### config.mk
export PLATFORM = sky130hd
export DESIGN_NAME = cfd_bit_timing
export DESIGN_NICKNAME = d
export VERILOG_FILES = /design/src/cfd_pkg.sv /design/src/cfd_seg_if.sv /design/src/cfd_seg_reg.sv /design/src/cfd_bit_timing.sv
export SDC_FILE = /design/constraint.sdc
export NUM_CORES = 1
export LEC_CHECK = 0
export BUFFER_PORTS_ARGS = -buffer_cell sky130_fd_sc_hd__clkbuf_2
export CAP_MARGIN = 0
export CORE_ASPECT_RATIO = 1.1
export CORE_MARGIN = 1
export CORE_UTILIZATION = 61
export CTS_CLUSTER_DIAMETER = 80
export CTS_CLUSTER_SIZE = 28
export DETAILED_ROUTE_END_ITERATION = 10
export PLACE_DENSITY = 0.84
export SETUP_SLACK_MARGIN = 0.5
export SYNTH_ARGS = -nofsm -noshare
export SYNTH_HDL_FRONTEND = slang
export SYNTH_SLANG_ARGS = --single-unit
### constraint.sdc
create_clock -name clock -period 46.9 [get_ports clock]
set_input_delay 7.035 -clock clock [delete_from_list [all_inputs] [get_ports clock]]
set_output_delay 7.035 -clock clock [all_outputs]
set_load 0.05 [all_outputs]
### src/cfd_pkg.sv
// constants for the can fd bit-timing block: offsets, fields, resets, timing
// assumes a 20 MHz system clock; every module except the transceiver model imports the whole package
package cfd_pkg;
   // clock and bit-time figures, in ns
   localparam int CLK_PERIOD_NS = 50;
   localparam int QUANTUM_NS = 50;
   localparam int NOM_BIT_NS = 2000;
   localparam int NOM_MIN_NS = 1992;
   localparam int NOM_MAX_NS = 2008;
   localparam int DAT_BIT_NS = 500;
   localparam int DAT_MIN_NS = 498;
   localparam int DAT_MAX_NS = 502;
   // total clock tolerance in tenths of a percent (+/-0.4 %)
   localparam int TOL_PERMIL = 4;
   // least times round up, longest times round down
   localparam logic [15:0] NOM_MIN_CLK = 16'((NOM_MIN_NS + CLK_PERIOD_NS - 1) / CLK_PERIOD_NS);
   localparam logic [15:0] NOM_MAX_CLK = 16'(NOM_MAX_NS / CLK_PERIOD_NS);
   localparam logic [15:0] DAT_MIN_CLK = 16'((DAT_MIN_NS + CLK_PERIOD_NS - 1) / CLK_PERIOD_NS);
   localparam logic [15:0] DAT_MAX_CLK = 16'(DAT_MAX_NS / CLK_PERIOD_NS);
   localparam logic [7:0] PRESC_RST = 8'(QUANTUM_NS / CLK_PERIOD_NS);
   // timing-set reset values
   localparam logic [7:0] NOM_NQ_RST = 8'h28;
   localparam logic [7:0] NOM_SEG2_RST = 8'h08;
   localparam logic [7:0] NOM_SJW_RST = 8'h08;
   localparam logic [7:0] DAT_NQ_RST = 8'h0a;
   localparam logic [7:0] DAT_SEG2_RST = 8'h02;
   localparam logic [7:0] DAT_SJW_RST = 8'h02;
   localparam logic [7:0] MIN_SEG2 = 8'h02;
   // register byte offsets
   localparam logic [7:0] OFS_CTRL = 8'h00;
   localparam logic [7:0] OFS_PRESC = 8'h04;
   localparam logic [7:0] OFS_NOM = 8'h08;
   localparam logic [7:0] OFS_DAT = 8'h0c;
   localparam logic [7:0] OFS_STAT = 8'h10;
   localparam logic [7:0] OFS_SPT = 8'h14;
   // field positions
   localparam int F_NQ = 0;
   localparam int F_SEG2 = 8;
   localparam int F_SJW = 16;
   localparam int C_EN = 0;
   localparam int C_FD = 1;
   localparam int S_NOM_REJ = 0;
   localparam int S_DAT_REJ = 1;
   localparam int S_NOM_RANGE = 2;
   localparam int S_DAT_RANGE = 3;
   localparam int S_DPHASE = 4;
   localparam int S_RXBIT = 5;
   localparam int S_RUN = 6;
   localparam int SPT_DAT = 8;
   typedef enum logic [1:0] {ST_OFF, ST_HUNT, ST_RUN} cfd_state_t;
endpackage

### src/cfd_seg_if.sv
// carrier between the register decode and one timing-set holder
// the holder owns the stored fields; the decode only writes and reads
`timescale 1ns/1ps
interface cfd_seg_if;
   logic wr;
   logic [23:0] wdata;
   logic [7:0] quanta_per_bit;
   logic [7:0] seg2;
   logic [7:0] sjw;
   logic reject;
   modport owner (input wr, input wdata, output quanta_per_bit, output seg2, output sjw,
      output reject);
   modport user (output wr, output wdata, input quanta_per_bit, input seg2, input sjw,
      input reject);
endinterface

### src/cfd_seg_reg.sv
// one bit-timing set: quanta per bit, segment two and jump width
// assumes wr is a one-cycle strobe from the register decode
`timescale 1ns/1ps
module cfd_seg_reg
   import cfd_pkg::*;
#(
   parameter logic [7:0] NQ_RST = NOM_NQ_RST,
   parameter logic [7:0] SEG2_RST = NOM_SEG2_RST,
   parameter logic [7:0] SJW_RST = NOM_SJW_RST
) (
   // clock and reset
   input wire logic clock,
   input wire logic nrst,
   // register side
   cfd_seg_if.owner seg
);
   logic [7:0] nq_q;
   logic [7:0] seg2_q;
   logic [7:0] sjw_q;
   wire [7:0] nq_w = seg.wdata[F_NQ +: 8];
   wire [7:0] seg2_w = seg.wdata[F_SEG2 +: 8];
   wire [7:0] sjw_w = seg.wdata[F_SJW +: 8];
   // segment one must keep at least one quantum
   wire seg1_ok = {1'b0, nq_w} >= ({1'b0, seg2_w} + 9'h002);
   wire ok = (seg2_w >= sjw_w) && (seg2_w >= MIN_SEG2) && (sjw_w != 8'h00) && seg1_ok;

   always_ff @(posedge clock or negedge nrst) begin
      if (!nrst) begin
         nq_q <= NQ_RST;
         seg2_q <= SEG2_RST;
         sjw_q <= SJW_RST;
      end else if (seg.wr && ok) begin
         nq_q <= nq_w;
         seg2_q <= seg2_w;
         sjw_q <= sjw_w;
      end
   end

   assign seg.quanta_per_bit = nq_q;
   assign seg.seg2 = seg2_q;
   assign seg.sjw = sjw_q;
   // a refused write leaves the old set in force
   assign seg.reject = seg.wr && !ok;
endmodule // cfd_seg_reg

### src/cfd_bit_timing.sv
// bit-timing generator for a can / can fd controller: quantum prescaler,
// nominal and data bit sets, hard sync, resync, single sampling point
// assumes a 20 MHz clock, rx_pin from a transceiver, frame control from the controller
//
// Overview of operation
// - nominal bit defaults to 2000 ns, flagged outside 1992 to 2008 ns
// - fd data bit after rate switch defaults to 500 ns, limits 498-502 ns
// - classical frames stay on nominal timing for every bit
// - both bit periods programmable as whole multiples of the clock period
// - limits hold a total tolerance of plus or minus 0.4 percent
// - one quantum length serves both phases; only quanta per bit, segment two and jump width differ
// - exactly one sample per bit decides its value
// - reset set: 50 ns quantum, 40/8/8 nominal, 10/2/2 data
// - 100 ns quantum set 20/4/4 and 5/2/2 is accepted too
// - resync lengthens or shortens a bit by at most the jump width
// - every node samples at the same percentage of the bit
// - nominal target stays 2000 ns; offsets count as frequency error
`timescale 1ns/1ps
module cfd_bit_timing
   import cfd_pkg::*;
(
   // clock and reset
   input wire logic clock,
   input wire logic nrst,
   // register port
   input wire logic [7:0] reg_addr,
   input wire logic [31:0] reg_wdata,
   input wire logic reg_wr,
   input wire logic reg_rd,
   output logic [31:0] reg_rdata,
   // controller side
   input wire logic bus_idle,
   input wire logic fd_frame,
   input wire logic rate_switch,
   input wire logic rate_return,
   input wire logic tx_bit,
   output logic bit_start,
   output logic sample_strobe,
   output logic rx_value,
   output logic data_phase,
   // transceiver side
   input wire logic rx_pin,
   output logic tx_pin
);
   // register decode
   wire sel_ctrl = reg_addr == OFS_CTRL;
   wire sel_presc = reg_addr == OFS_PRESC;
   wire sel_nom = reg_addr == OFS_NOM;
   wire sel_dat = reg_addr == OFS_DAT;
   wire sel_stat = reg_addr == OFS_STAT;
   wire sel_spt = reg_addr == OFS_SPT;

   cfd_seg_if nom_if ();
   cfd_seg_if dat_if ();

   assign nom_if.wr = reg_wr && sel_nom;
   assign nom_if.wdata = reg_wdata[23:0];
   assign dat_if.wr = reg_wr && sel_dat;
   assign dat_if.wdata = reg_wdata[23:0];

   cfd_seg_reg #(
      .NQ_RST(NOM_NQ_RST),
      .SEG2_RST(NOM_SEG2_RST),
      .SJW_RST(NOM_SJW_RST)
   ) u_nom (
      .clock(clock),
      .nrst(nrst),
      .seg(nom_if.owner)
   );

   cfd_seg_reg #(
      .NQ_RST(DAT_NQ_RST),
      .SEG2_RST(DAT_SEG2_RST),
      .SJW_RST(DAT_SJW_RST)
   ) u_dat (
      .clock(clock),
      .nrst(nrst),
      .seg(dat_if.owner)
   );

   // control and status registers
   logic en_q;
   logic fd_en_q;
   logic [7:0] presc_q;
   logic nom_rej_q;
   logic dat_rej_q;
   logic [31:0] rdata_q;

   // a zero prescale would stop the quantum clock, so it is held at one
   wire [7:0] presc_w = (reg_wdata[7:0] == 8'h00) ? 8'h01 : reg_wdata[7:0];
   wire stat_clr = reg_wr && sel_stat;

   always_ff @(posedge clock or negedge nrst) begin
      if (!nrst) begin
         en_q <= 1'b0;
         fd_en_q <= 1'b0;
         presc_q <= PRESC_RST;
      end else begin
         if (reg_wr && sel_ctrl) begin
            en_q <= reg_wdata[C_EN];
            fd_en_q <= reg_wdata[C_FD];
         end
         if (reg_wr && sel_presc) begin
            presc_q <= presc_w;
         end
      end
   end

   // sticky refusal flags, write one to clear; a new refusal wins
   always_ff @(posedge clock or negedge nrst) begin
      if (!nrst) begin
         nom_rej_q <= 1'b0;
         dat_rej_q <= 1'b0;
      end else begin
         nom_rej_q <= nom_if.reject || (nom_rej_q && !(stat_clr && reg_wdata[S_NOM_REJ]));
         dat_rej_q <= dat_if.reject || (dat_rej_q && !(stat_clr && reg_wdata[S_DAT_REJ]));
      end
   end

   // programmed bit lengths in clocks, checked against the tolerance window
   wire [15:0] nom_clk = presc_q * nom_if.quanta_per_bit;
   wire [15:0] dat_clk = presc_q * dat_if.quanta_per_bit;
   // any programming offset shows here as a deviation, the target stays fixed
   wire nom_range = (nom_clk < NOM_MIN_CLK) || (nom_clk > NOM_MAX_CLK);
   wire dat_range = (dat_clk < DAT_MIN_CLK) || (dat_clk > DAT_MAX_CLK);

   // sample position as a percentage, for matching all nodes of a subnet
   wire [15:0] nom_spt_num = 16'(nom_if.quanta_per_bit - nom_if.seg2) * 16'd100;
   wire [15:0] dat_spt_num = 16'(dat_if.quanta_per_bit - dat_if.seg2) * 16'd100;
   wire [15:0] nom_spt = nom_spt_num / {8'h00, nom_if.quanta_per_bit};
   wire [15:0] dat_spt = dat_spt_num / {8'h00, dat_if.quanta_per_bit};

   // line side: two-stage synchroniser, then an edge history stage
   logic rx_meta_q;
   logic rx_sync_q;
   logic rx_prev_q;

   always_ff @(posedge clock or negedge nrst) begin
      if (!nrst) begin
         rx_meta_q <= 1'b1;
         rx_sync_q <= 1'b1;
         rx_prev_q <= 1'b1;
      end else begin
         rx_meta_q <= rx_pin;
         rx_sync_q <= rx_meta_q;
         rx_prev_q <= rx_sync_q;
      end
   end

   // recessive to dominant transition
   wire fall = rx_prev_q && !rx_sync_q;

   // timing state
   cfd_state_t state_q;
   cfd_state_t state_d;
   logic [7:0] pcnt_q;
   logic [8:0] qcnt_q;
   logic [8:0] end_q;
   logic phase_q;
   logic sw_pend_q;
   logic ret_pend_q;
   logic resynced_q;
   logic bit_start_q;
   logic sample_q;
   logic rx_value_q;
   logic tx_q;

   // one prescaler serves both phases, so the quantum never changes length
   wire tick = (state_q == ST_RUN) && (pcnt_q == presc_q - 8'h01);

   // active set follows the phase; only quanta per bit, segments and jump width change
   wire [7:0] nq = phase_q ? dat_if.quanta_per_bit : nom_if.quanta_per_bit;
   wire [7:0] seg2 = phase_q ? dat_if.seg2 : nom_if.seg2;
   wire [7:0] sjw = phase_q ? dat_if.sjw : nom_if.sjw;
   wire [8:0] nq_last = {1'b0, nq} - 9'h001;
   // segment one is what remains after the sync quantum and segment two
   wire [8:0] seg1 = nq_last - {1'b0, seg2};

   // resynchronisation, once per bit, only after a recessive sample
   wire run_edge = (state_q == ST_RUN) && fall;
   wire hard = run_edge && bus_idle;
   wire resync = run_edge && !bus_idle && !resynced_q && rx_value_q && (qcnt_q != 9'h000);
   wire early = qcnt_q <= seg1;
   wire [8:0] lag = (qcnt_q < {1'b0, sjw}) ? qcnt_q : {1'b0, sjw};
   wire [8:0] lead = {1'b0, nq} - qcnt_q;
   wire lengthen = resync && early;
   wire short_now = resync && !early && (lead <= {1'b0, sjw});
   wire short_sjw = resync && !early && (lead > {1'b0, sjw});
   // never more than one jump width either way
   wire [8:0] end_cur = lengthen ? (nq_last + lag) :
                        short_sjw ? (nq_last - {1'b0, sjw}) : end_q;
   // a late edge inside the jump width starts the next bit at once
   wire restart = hard || short_now;
   wire bit_end = restart || (tick && (qcnt_q == end_cur));

   // the single sampling instant at the close of segment one
   wire sample_now = tick && !restart && (qcnt_q == seg1);

   // phase chosen at each boundary; classical frames never leave nominal
   logic phase_d;
   always_comb begin
      phase_d = phase_q;
      if (!fd_frame || !fd_en_q) begin
         phase_d = 1'b0;
      end else if (sw_pend_q) begin
         phase_d = 1'b1;
      end else if (ret_pend_q) begin
         phase_d = 1'b0;
      end
   end
   wire [8:0] end_next = {1'b0, (phase_d ? dat_if.quanta_per_bit : nom_if.quanta_per_bit)} - 9'h001;

   always_comb begin
      state_d = state_q;
      case (state_q)
         ST_OFF: begin
            if (en_q) begin
               state_d = ST_HUNT;
            end
         end
         ST_HUNT: begin
            if (!en_q) begin
               state_d = ST_OFF;
            end else if (fall) begin
               state_d = ST_RUN;
            end
         end
         ST_RUN: begin
            if (!en_q) begin
               state_d = ST_OFF;
            end
         end
         default: begin
            state_d = ST_OFF;
         end
      endcase
   end

   wire hunt_sync = (state_q == ST_HUNT) && en_q && fall;

   always_ff @(posedge clock or negedge nrst) begin
      if (!nrst) begin
         state_q <= ST_OFF;
      end else begin
         state_q <= state_d;
      end
   end

   // quantum prescaler, realigned on every hard sync and on a bit restart
   always_ff @(posedge clock or negedge nrst) begin
      if (!nrst) begin
         pcnt_q <= 8'h00;
      end else if (restart || hunt_sync || tick || state_q != ST_RUN) begin
         pcnt_q <= 8'h00;
      end else begin
         pcnt_q <= pcnt_q + 8'h01;
      end
   end

   // quantum position within the bit and the bit's last quantum
   always_ff @(posedge clock or negedge nrst) begin
      if (!nrst) begin
         qcnt_q <= 9'h000;
         end_q <= {1'b0, NOM_NQ_RST} - 9'h001;
      end else if (hunt_sync || bit_end) begin
         qcnt_q <= 9'h000;
         end_q <= end_next;
      end else begin
         if (tick) begin
            qcnt_q <= qcnt_q + 9'h001;
         end
         if (lengthen || short_sjw) begin
            end_q <= end_cur;
         end
      end
   end

   // rate switch requests wait for the next boundary; a new request wins
   always_ff @(posedge clock or negedge nrst) begin
      if (!nrst) begin
         sw_pend_q <= 1'b0;
         ret_pend_q <= 1'b0;
         phase_q <= 1'b0;
      end else begin
         sw_pend_q <= rate_switch || (sw_pend_q && !bit_end);
         ret_pend_q <= rate_return || (ret_pend_q && !bit_end);
         if (state_q != ST_RUN) begin
            phase_q <= 1'b0;
         end else if (bit_end) begin
            phase_q <= phase_d;
         end
      end
   end

   always_ff @(posedge clock or negedge nrst) begin
      if (!nrst) begin
         resynced_q <= 1'b0;
      end else if (bit_end || hunt_sync) begin
         resynced_q <= 1'b0;
      end else if (resync) begin
         resynced_q <= 1'b1;
      end
   end

   // strobes, sampled value and transmit bit
   always_ff @(posedge clock or negedge nrst) begin
      if (!nrst) begin
         bit_start_q <= 1'b0;
         sample_q <= 1'b0;
         rx_value_q <= 1'b1;
         tx_q <= 1'b1;
      end else begin
         bit_start_q <= bit_end || hunt_sync;
         sample_q <= sample_now;
         if (sample_now) begin
            rx_value_q <= rx_sync_q;
         end
         if (state_q == ST_OFF) begin
            tx_q <= 1'b1;
         end else if (bit_end || hunt_sync) begin
            tx_q <= tx_bit;
         end
      end
   end

   // read mux; unmapped addresses read as zero
   logic [31:0] rmux;
   always_comb begin
      rmux = 32'h0000_0000;
      if (sel_ctrl) begin
         rmux[C_EN] = en_q;
         rmux[C_FD] = fd_en_q;
      end else if (sel_presc) begin
         rmux[7:0] = presc_q;
      end else if (sel_nom) begin
         rmux[23:0] = {nom_if.sjw, nom_if.seg2, nom_if.quanta_per_bit};
      end else if (sel_dat) begin
         rmux[23:0] = {dat_if.sjw, dat_if.seg2, dat_if.quanta_per_bit};
      end else if (sel_stat) begin
         rmux[S_NOM_REJ] = nom_rej_q;
         rmux[S_DAT_REJ] = dat_rej_q;
         rmux[S_NOM_RANGE] = nom_range;
         rmux[S_DAT_RANGE] = dat_range;
         rmux[S_DPHASE] = phase_q;
         rmux[S_RXBIT] = rx_value_q;
         rmux[S_RUN] = state_q == ST_RUN;
      end else if (sel_spt) begin
         rmux[7:0] = nom_spt[7:0];
         rmux[SPT_DAT +: 8] = dat_spt[7:0];
      end
   end

   // read data stands only in the cycle after the strobe
   always_ff @(posedge clock or negedge nrst) begin
      if (!nrst) begin
         rdata_q <= 32'h0000_0000;
      end else if (reg_rd) begin
         rdata_q <= rmux;
      end else begin
         rdata_q <= 32'h0000_0000;
      end
   end

   assign reg_rdata = rdata_q;
   assign bit_start = bit_start_q;
   assign sample_strobe = sample_q;
   assign rx_value = rx_value_q;
   assign data_phase = phase_q;
   assign tx_pin = tx_q;
endmodule // cfd_bit_timing

* Yosys cells after proc, flatten, opt, wreduce, memory -nomap -nowiden *
Index checks and enable logic that the tools add are counted.

storage, ports and cells
  flip-flop bits (word level) = 131
  latch bits = 0
  memory bits (writable) = 0
  ROM bits = 0
  input port bits = 50
  output and inout port bits = 37
  logic and storage cells = 179
  memories kept = 0

operators by class
  $add $sub $neg = 12
  $mul = 4
  divide/modulo/power cells = 2
  $lt $le $gt $ge = 11
  equal/unequal tests = 14
  shift operators = 0
  mux-type cells = 38
  bitwise operators = 0
  reduce and logical (&&, ||, !) cells = 71

operators with widths
  kind                     number
  $mux W9                  8
  $mux W8                  8
  $mux W16                 3
  $mux W24                 2
  $logic_and A1 B1 Y1      35
  $div A16 B8 Y16          2
  $mul A16 B5 Y14 const B  2
  $mul A8 B8 Y16           2
  $mux W22                 1
  $eq A9 B9 Y1             2
  $sub A8 B1 Y9 const B    2
  $sub A8 B8 Y9            2
  $sub A9 B8 Y9            2
  $eq A8 B4 Y1 const B     2
  $eq A8 B5 Y1 const B     2
  $gt A16 B4 Y1 const B    1
  $gt A16 B6 Y1 const B    1
  $logic_not A8 Y1         2
  $lt A16 B4 Y1 const B    1
  $lt A16 B6 Y1 const B    1
  $logic_or A1 B1 Y1       14
  $logic_not A1 Y1         11
  $mux W2                  5
  $reduce_bool A2 Y1       5
  26 further kinds         36

* Logic depth before layout (Yosys ltp) *
  depth in word-level cells = 17
  gate-level depth with buffers = 189
  gate-level depth less buffers = 180

* Modules after synthesis *
From an unflattened synthesis, not the netlist that was laid out.

unflattened totals
  cell total of the unflattened synthesis = 3479
  area total of the unflattened synthesis = 27541.4 µm²

modules (own cells, without submodules)
  module          instances  cells each  area an instance (µm²)  sequential area each (µm²)
  cfd_bit_timing  1          3237        24681.2                 1889.3
  cfd_seg_reg     2          121         1430.1                  605.6

* Worst setup path after synthesis *
Ideal clock, no wire load.

  path kind = flip-flop to flip-flop
  start point = register u_nom.nq_q[0], in the netlist u_nom.seg.quanta_per_bit[0]
  end point = register rdata_q[0], in the netlist reg_rdata[0]
  library setup time = 0.136 ns
  arrival = 34.046 ns
  required time = 46.764 ns
  slack = 12.718 ns
  cell stages (with the launch flop) = 181
  path buffers = 8
  path through = dfrtp_1 -> inv_1 -> ha_1 -> nor2b_1 -> o21ai_0 -> nand2b_1 -> a21o_1 -> a21o_1 -> a21o_1 -> a21o_1 -> xnor2_1 -> inv_1 -> ha_1 -> ha_1 -> inv_1 -> fa_1 -> inv_1 -> ha_1 -> (+145 left out) -> a21oi_1 -> nor2b_1 -> o21ai_0 -> nand2b_1 -> a21o_1 -> a2111oi_2 -> and3_1 -> buf_4 -> nand2_1 -> o21ai_1 -> ha_1 -> a21o_1 -> a21o_1 -> a211o_1 -> a2111oi_0 -> nand2_1 -> nor4_1 -> a31oi_1

between the ends
  cells in the longest elaborated chain, start to end = 10

RTL lines
  what                    line                   RTL
  from (decl)             cfd_seg_reg.sv:17      logic [7:0] nq_q;
  from (signal assigned)  cfd_seg_reg.sv:33      nq_q <= nq_w;
  $sub A8 B8 Y9           cfd_bit_timing.sv:128  wire [15:0] nom_spt_num = 16'(nom_if.quanta_per_bit - nom_if.seg2) * 16'd100;
  $mul A16 B5 Y14         cfd_bit_timing.sv:128
  $div A16 B8 Y16         cfd_bit_timing.sv:130  wire [15:0] nom_spt = nom_spt_num / {8'h00, nom_if.quanta_per_bit};
  $mux W16                cfd_bit_timing.sv:347  end else if (sel_spt) begin
  $mux W7                 cfd_bit_timing.sv:339  end else if (sel_stat) begin
  $mux W16                cfd_bit_timing.sv:337  end else if (sel_dat) begin
  $mux W24 *              cfd_bit_timing.sv:335  end else if (sel_nom) begin
  $mux W8 *               cfd_bit_timing.sv:333  end else if (sel_presc) begin
  $mux W2 *               cfd_bit_timing.sv:330  if (sel_ctrl) begin
  $mux W24 *              cfd_bit_timing.sv:357  end else if (reg_rd) begin
  to (signal assigned)    cfd_bit_timing.sv:358  rdata_q <= rmux;
  to (decl)               cfd_bit_timing.sv:87   logic [31:0] rdata_q;

Every way passes the cells marked *; elsewhere a longest branch is shown, timed or not.
A chain may end at the register's enable or synchronous reset.

* Worst setup path in the final report *
  start point = register u_nom.nq_q[1], in the netlist u_nom.seg.quanta_per_bit[1]
  end point = register rdata_q[0], in the netlist reg_rdata[0]

between the ends
  cells in the longest elaborated chain, start to end = 10

RTL lines
  what               line
  $sub A8 B8 Y9      cfd_bit_timing.sv:128
  $mul A16 B5 Y14    cfd_bit_timing.sv:128
  $div A16 B8 Y16 *  cfd_bit_timing.sv:130
  $mux W16 *         cfd_bit_timing.sv:347
  $mux W7 *          cfd_bit_timing.sv:339
  $mux W16 *         cfd_bit_timing.sv:337
  $mux W24 *         cfd_bit_timing.sv:335
  $mux W8 *          cfd_bit_timing.sv:333
  $mux W2 *          cfd_bit_timing.sv:330
  $mux W24 *         cfd_bit_timing.sv:357

Marks and branches as above.

==> run_results.csv <==
group,metric,value,unit
status,status,"finished, final reports clean",
cts,clk_pin_slew,60,ps
global_route,grt_pass1_wl,119000,um
run,max_cap_viol_count,0,
global_route,grt_pass1_vias,24622,
setup_path,cpMostUsedCell,"o21a_1",
cts,clockBufferDepth,2,
timing,setup_violations,0,
yosys,ys_seq_elements,123,
setup_path,slowest_stage,"dfrtp_1",
yosys,synthCells,3399,
cts,htree_levels,4,
cts,cts_hold_buf,0,
floorplan,core,43300,um^2
routing,drc,0,
timing,tns,0,ps
routing,routedWlPerCell,18.4,um
setup_path,cp-start-kind,"flip-flop",
setup_path,crit_path_max_fanout,22,
floorplan,die_h,222,um
routing,ant_nets,0,
timing,drv_slew,0,
routing,wirelength,73800,um
yosys,synth.top_cell.area_share,0.197,
setup_path,required,47200,ps
yosys,async_flop_share,1.00,
finish,mostFrequentLayoutCells,"423 x ha_1, 289 x nor2_1, 278 x inv_1, 277 x nand2_1, 219 x a21oi_1",
floorplan,start_util,0.618,
timing,slew_headroom,0.223,
setup_path,cpPeakStageDelay,700,ps
yosys,ys_top_cells_by_area,"ha_1 20%, dfrtp_1 9.8%, fa_1 7.2%, xnor2_1 4.9%, a21oi_1 4.1%",
finish,drive_gt1_frac,0.0849,
yosys,synth_top_area_cell,"ha_1",
setup_path,crit_family,"compound AO/OA/AOI/OAI gates",
setup_path,reg2reg_to,"reg_rdata[0]$_DFF_PN0_",
floorplan,core.rowCount,80,
yosys,synth-edff-count,0,
setup_path,crit_start,"u_nom.seg.quanta_per_bit[1]$_DFFE_PN0P_",
global_route,grtUsageTotal,0.323,
finish,antenna_cells,0,
setup_path,rrSetupSlack,6680,ps
routing,first_iter_violations,2052,
finish,fillCellCount,3630,
timing,min_period_over_period,0.858,
finish,finalNetCount,3984,
setup_path,critical_path_arrival,40520,ps
floorplan,die_w,202,um
placement,place.gp.congestion,0.967,
finish,area_growth,5.46,%
timing,layout_min_cycle_time,40220,ps
yosys,ys_seq_area_frac,0.116,
placement,hpwlAfterDp,56400,um
yosys,synth_warnings,0,
global_route,grt_max_degree,76,
hold_path,hold_path_class,"reg -> reg",
cts,postCtsSetupRepairBufs,0,
finish,final_common_cell,"ha_1",
timing,hold_viol,0,
setup_path,worstRegToRegCells,167,
cts,worstSkewPairLatency,430,ps
placement,io_buffers,70,
setup_path,r2r_start,"u_nom.seg.quanta_per_bit[1]$_DFFE_PN0P_",
finish,fin_area,28300,um^2
yosys,syn_avg_cell_area,7.89,um^2
placement,placed_area,27700,um^2
cts,cts_tree,"built",
timing,max_slew.worst_pin.slew,1160,ps
timing,rsz0062_at_grt,"false",
routing,vias_per_cell,6.36,
routing,vias,25436,
yosys,ys_types,110,
setup_path,crit_type,"reg -> reg",
cts,cts_root_buf,"clkbuf_16",
floorplan,die_area,44800,um^2
setup_path,critPathCapture,"reg_rdata[0]$_DFF_PN0_",
finish,largest_reg_flops,24,
global_route,grt_antenna_before_repair,0,
timing,finalClockSkew,12.5,ps
setup_path,cp-end-kind,"flip-flop",
cts,cts_resized,0,
setup_path,cp.depth,167,
timing,max_freq,24.9,MHz
floorplan,io_pins,87,
setup_path,path_buf_inv,7,
routing,drt-pass1-iter-count,7,
cts,cts_made_buffers,17,
yosys,netlist_area,26800,um^2
global_route,grt_overflow,0,
cts,cts.sinks,123,
yosys,synth-main-ff-cell,"dfrtp_1",
[cell usage after synthesis, drive strengths merged, types with 15 or more instances]
library cell / n
ha: 423
nor2: 291
inv: 278
nand2: 277
a21oi: 221
o21ai: 202
xnor2: 152
a21o: 111
nor3: 110
o21a: 108
dfrtp: 105
fa: 96
mux2: 84
clkbuf: 78
xor2: 76
and2: 61
nand2b: 58
mux2i: 57
nand3: 52
nor2b: 51
or3: 33
buf: 29
o211ai: 29
nand4: 27
nor4: 27
o31ai: 27
and3: 24
or2: 24
a31oi: 23
a211oi: 20
dfstp: 18
o21bai: 18
a21boi: 15
[layout make-up]
| class | instances | area, um^2 | share of cell area |
|---|---|---|---|
| tap | 574 | 718 | 0.0254 |
| clock buffer | 19 | 433 | 0.0153 |
| inverter | 281 | 1050 | 0.0373 |
| timing repair buffer | 97 | 556 | 0.0197 |
| sequential | 123 | 3100 | 0.110 |
| multi-input combinational | 2895 | 22200 | 0.787 |
| clock inverter | 13 | 168 | 0.00593 |
[worst min-delay path by stage]
stage | end | cells past startpoint | startpoint
after floorplan | rx_sync_q$_DFF_PN1_ | 0 | rx_meta_q$_DFF_PN1_
after global placement | rx_sync_q$_DFF_PN1_ | 0 | rx_meta_q$_DFF_PN1_
after detailed placement | rx_sync_q$_DFF_PN1_ | 0 | rx_meta_q$_DFF_PN1_
after CTS | rx_sync_q$_DFF_PN1_ | 0 | rx_meta_q$_DFF_PN1_
after global routing | rx_sync_q$_DFF_PN1_ | 0 | rx_meta_q$_DFF_PN1_
final | rx_sync_q$_DFF_PN1_ | 0 | rx_meta_q$_DFF_PN1_
[logic make-up (layout without fill, tap and decap cells)]
group                      after synthesis  in the layout  synth area share
AOI/OAI and AO/OA                      916            916             0.227
xor gates and xnor gates               228            228            0.0748
adders and majority gates              520            520             0.270
buffers and inverters                  388            410            0.0561
DFF                                    123            123             0.116
muxes                                  141            141            0.0581
other                                    1              8          0.000140
and+or+nand+nor                       1082           1082             0.198
[layer usage]
layer / vias up / wire length (um) / GRT usage
met5: - / 0 / 0
met4: 0 / 3340 / 0.150
met3: 248 / 6180 / 0.0494
met2: 1005 / 34500 / 0.547
met1: 11996 / 29800 / 0.403
li1: 12187 / - / -
[metrics by stage]
step / utilization / hold WS (ps) / setup WS (ps) / std cells
after floorplan: - / 345 / 12720 / 3406
after global placement: 0.638 / 347 / 7960 / 3970
after detailed placement: 0.638 / 353 / 7430 / 3970
after CTS: 0.652 / 359 / 7240 / 4002
after global routing: 0.652 / 361 / 3450 / 4002
final: 0.652 / 359 / 6680 / 4002
Power is not shown: default switching activity piles up to over one toggle a cycle in this logic, so the estimate is an artifact.
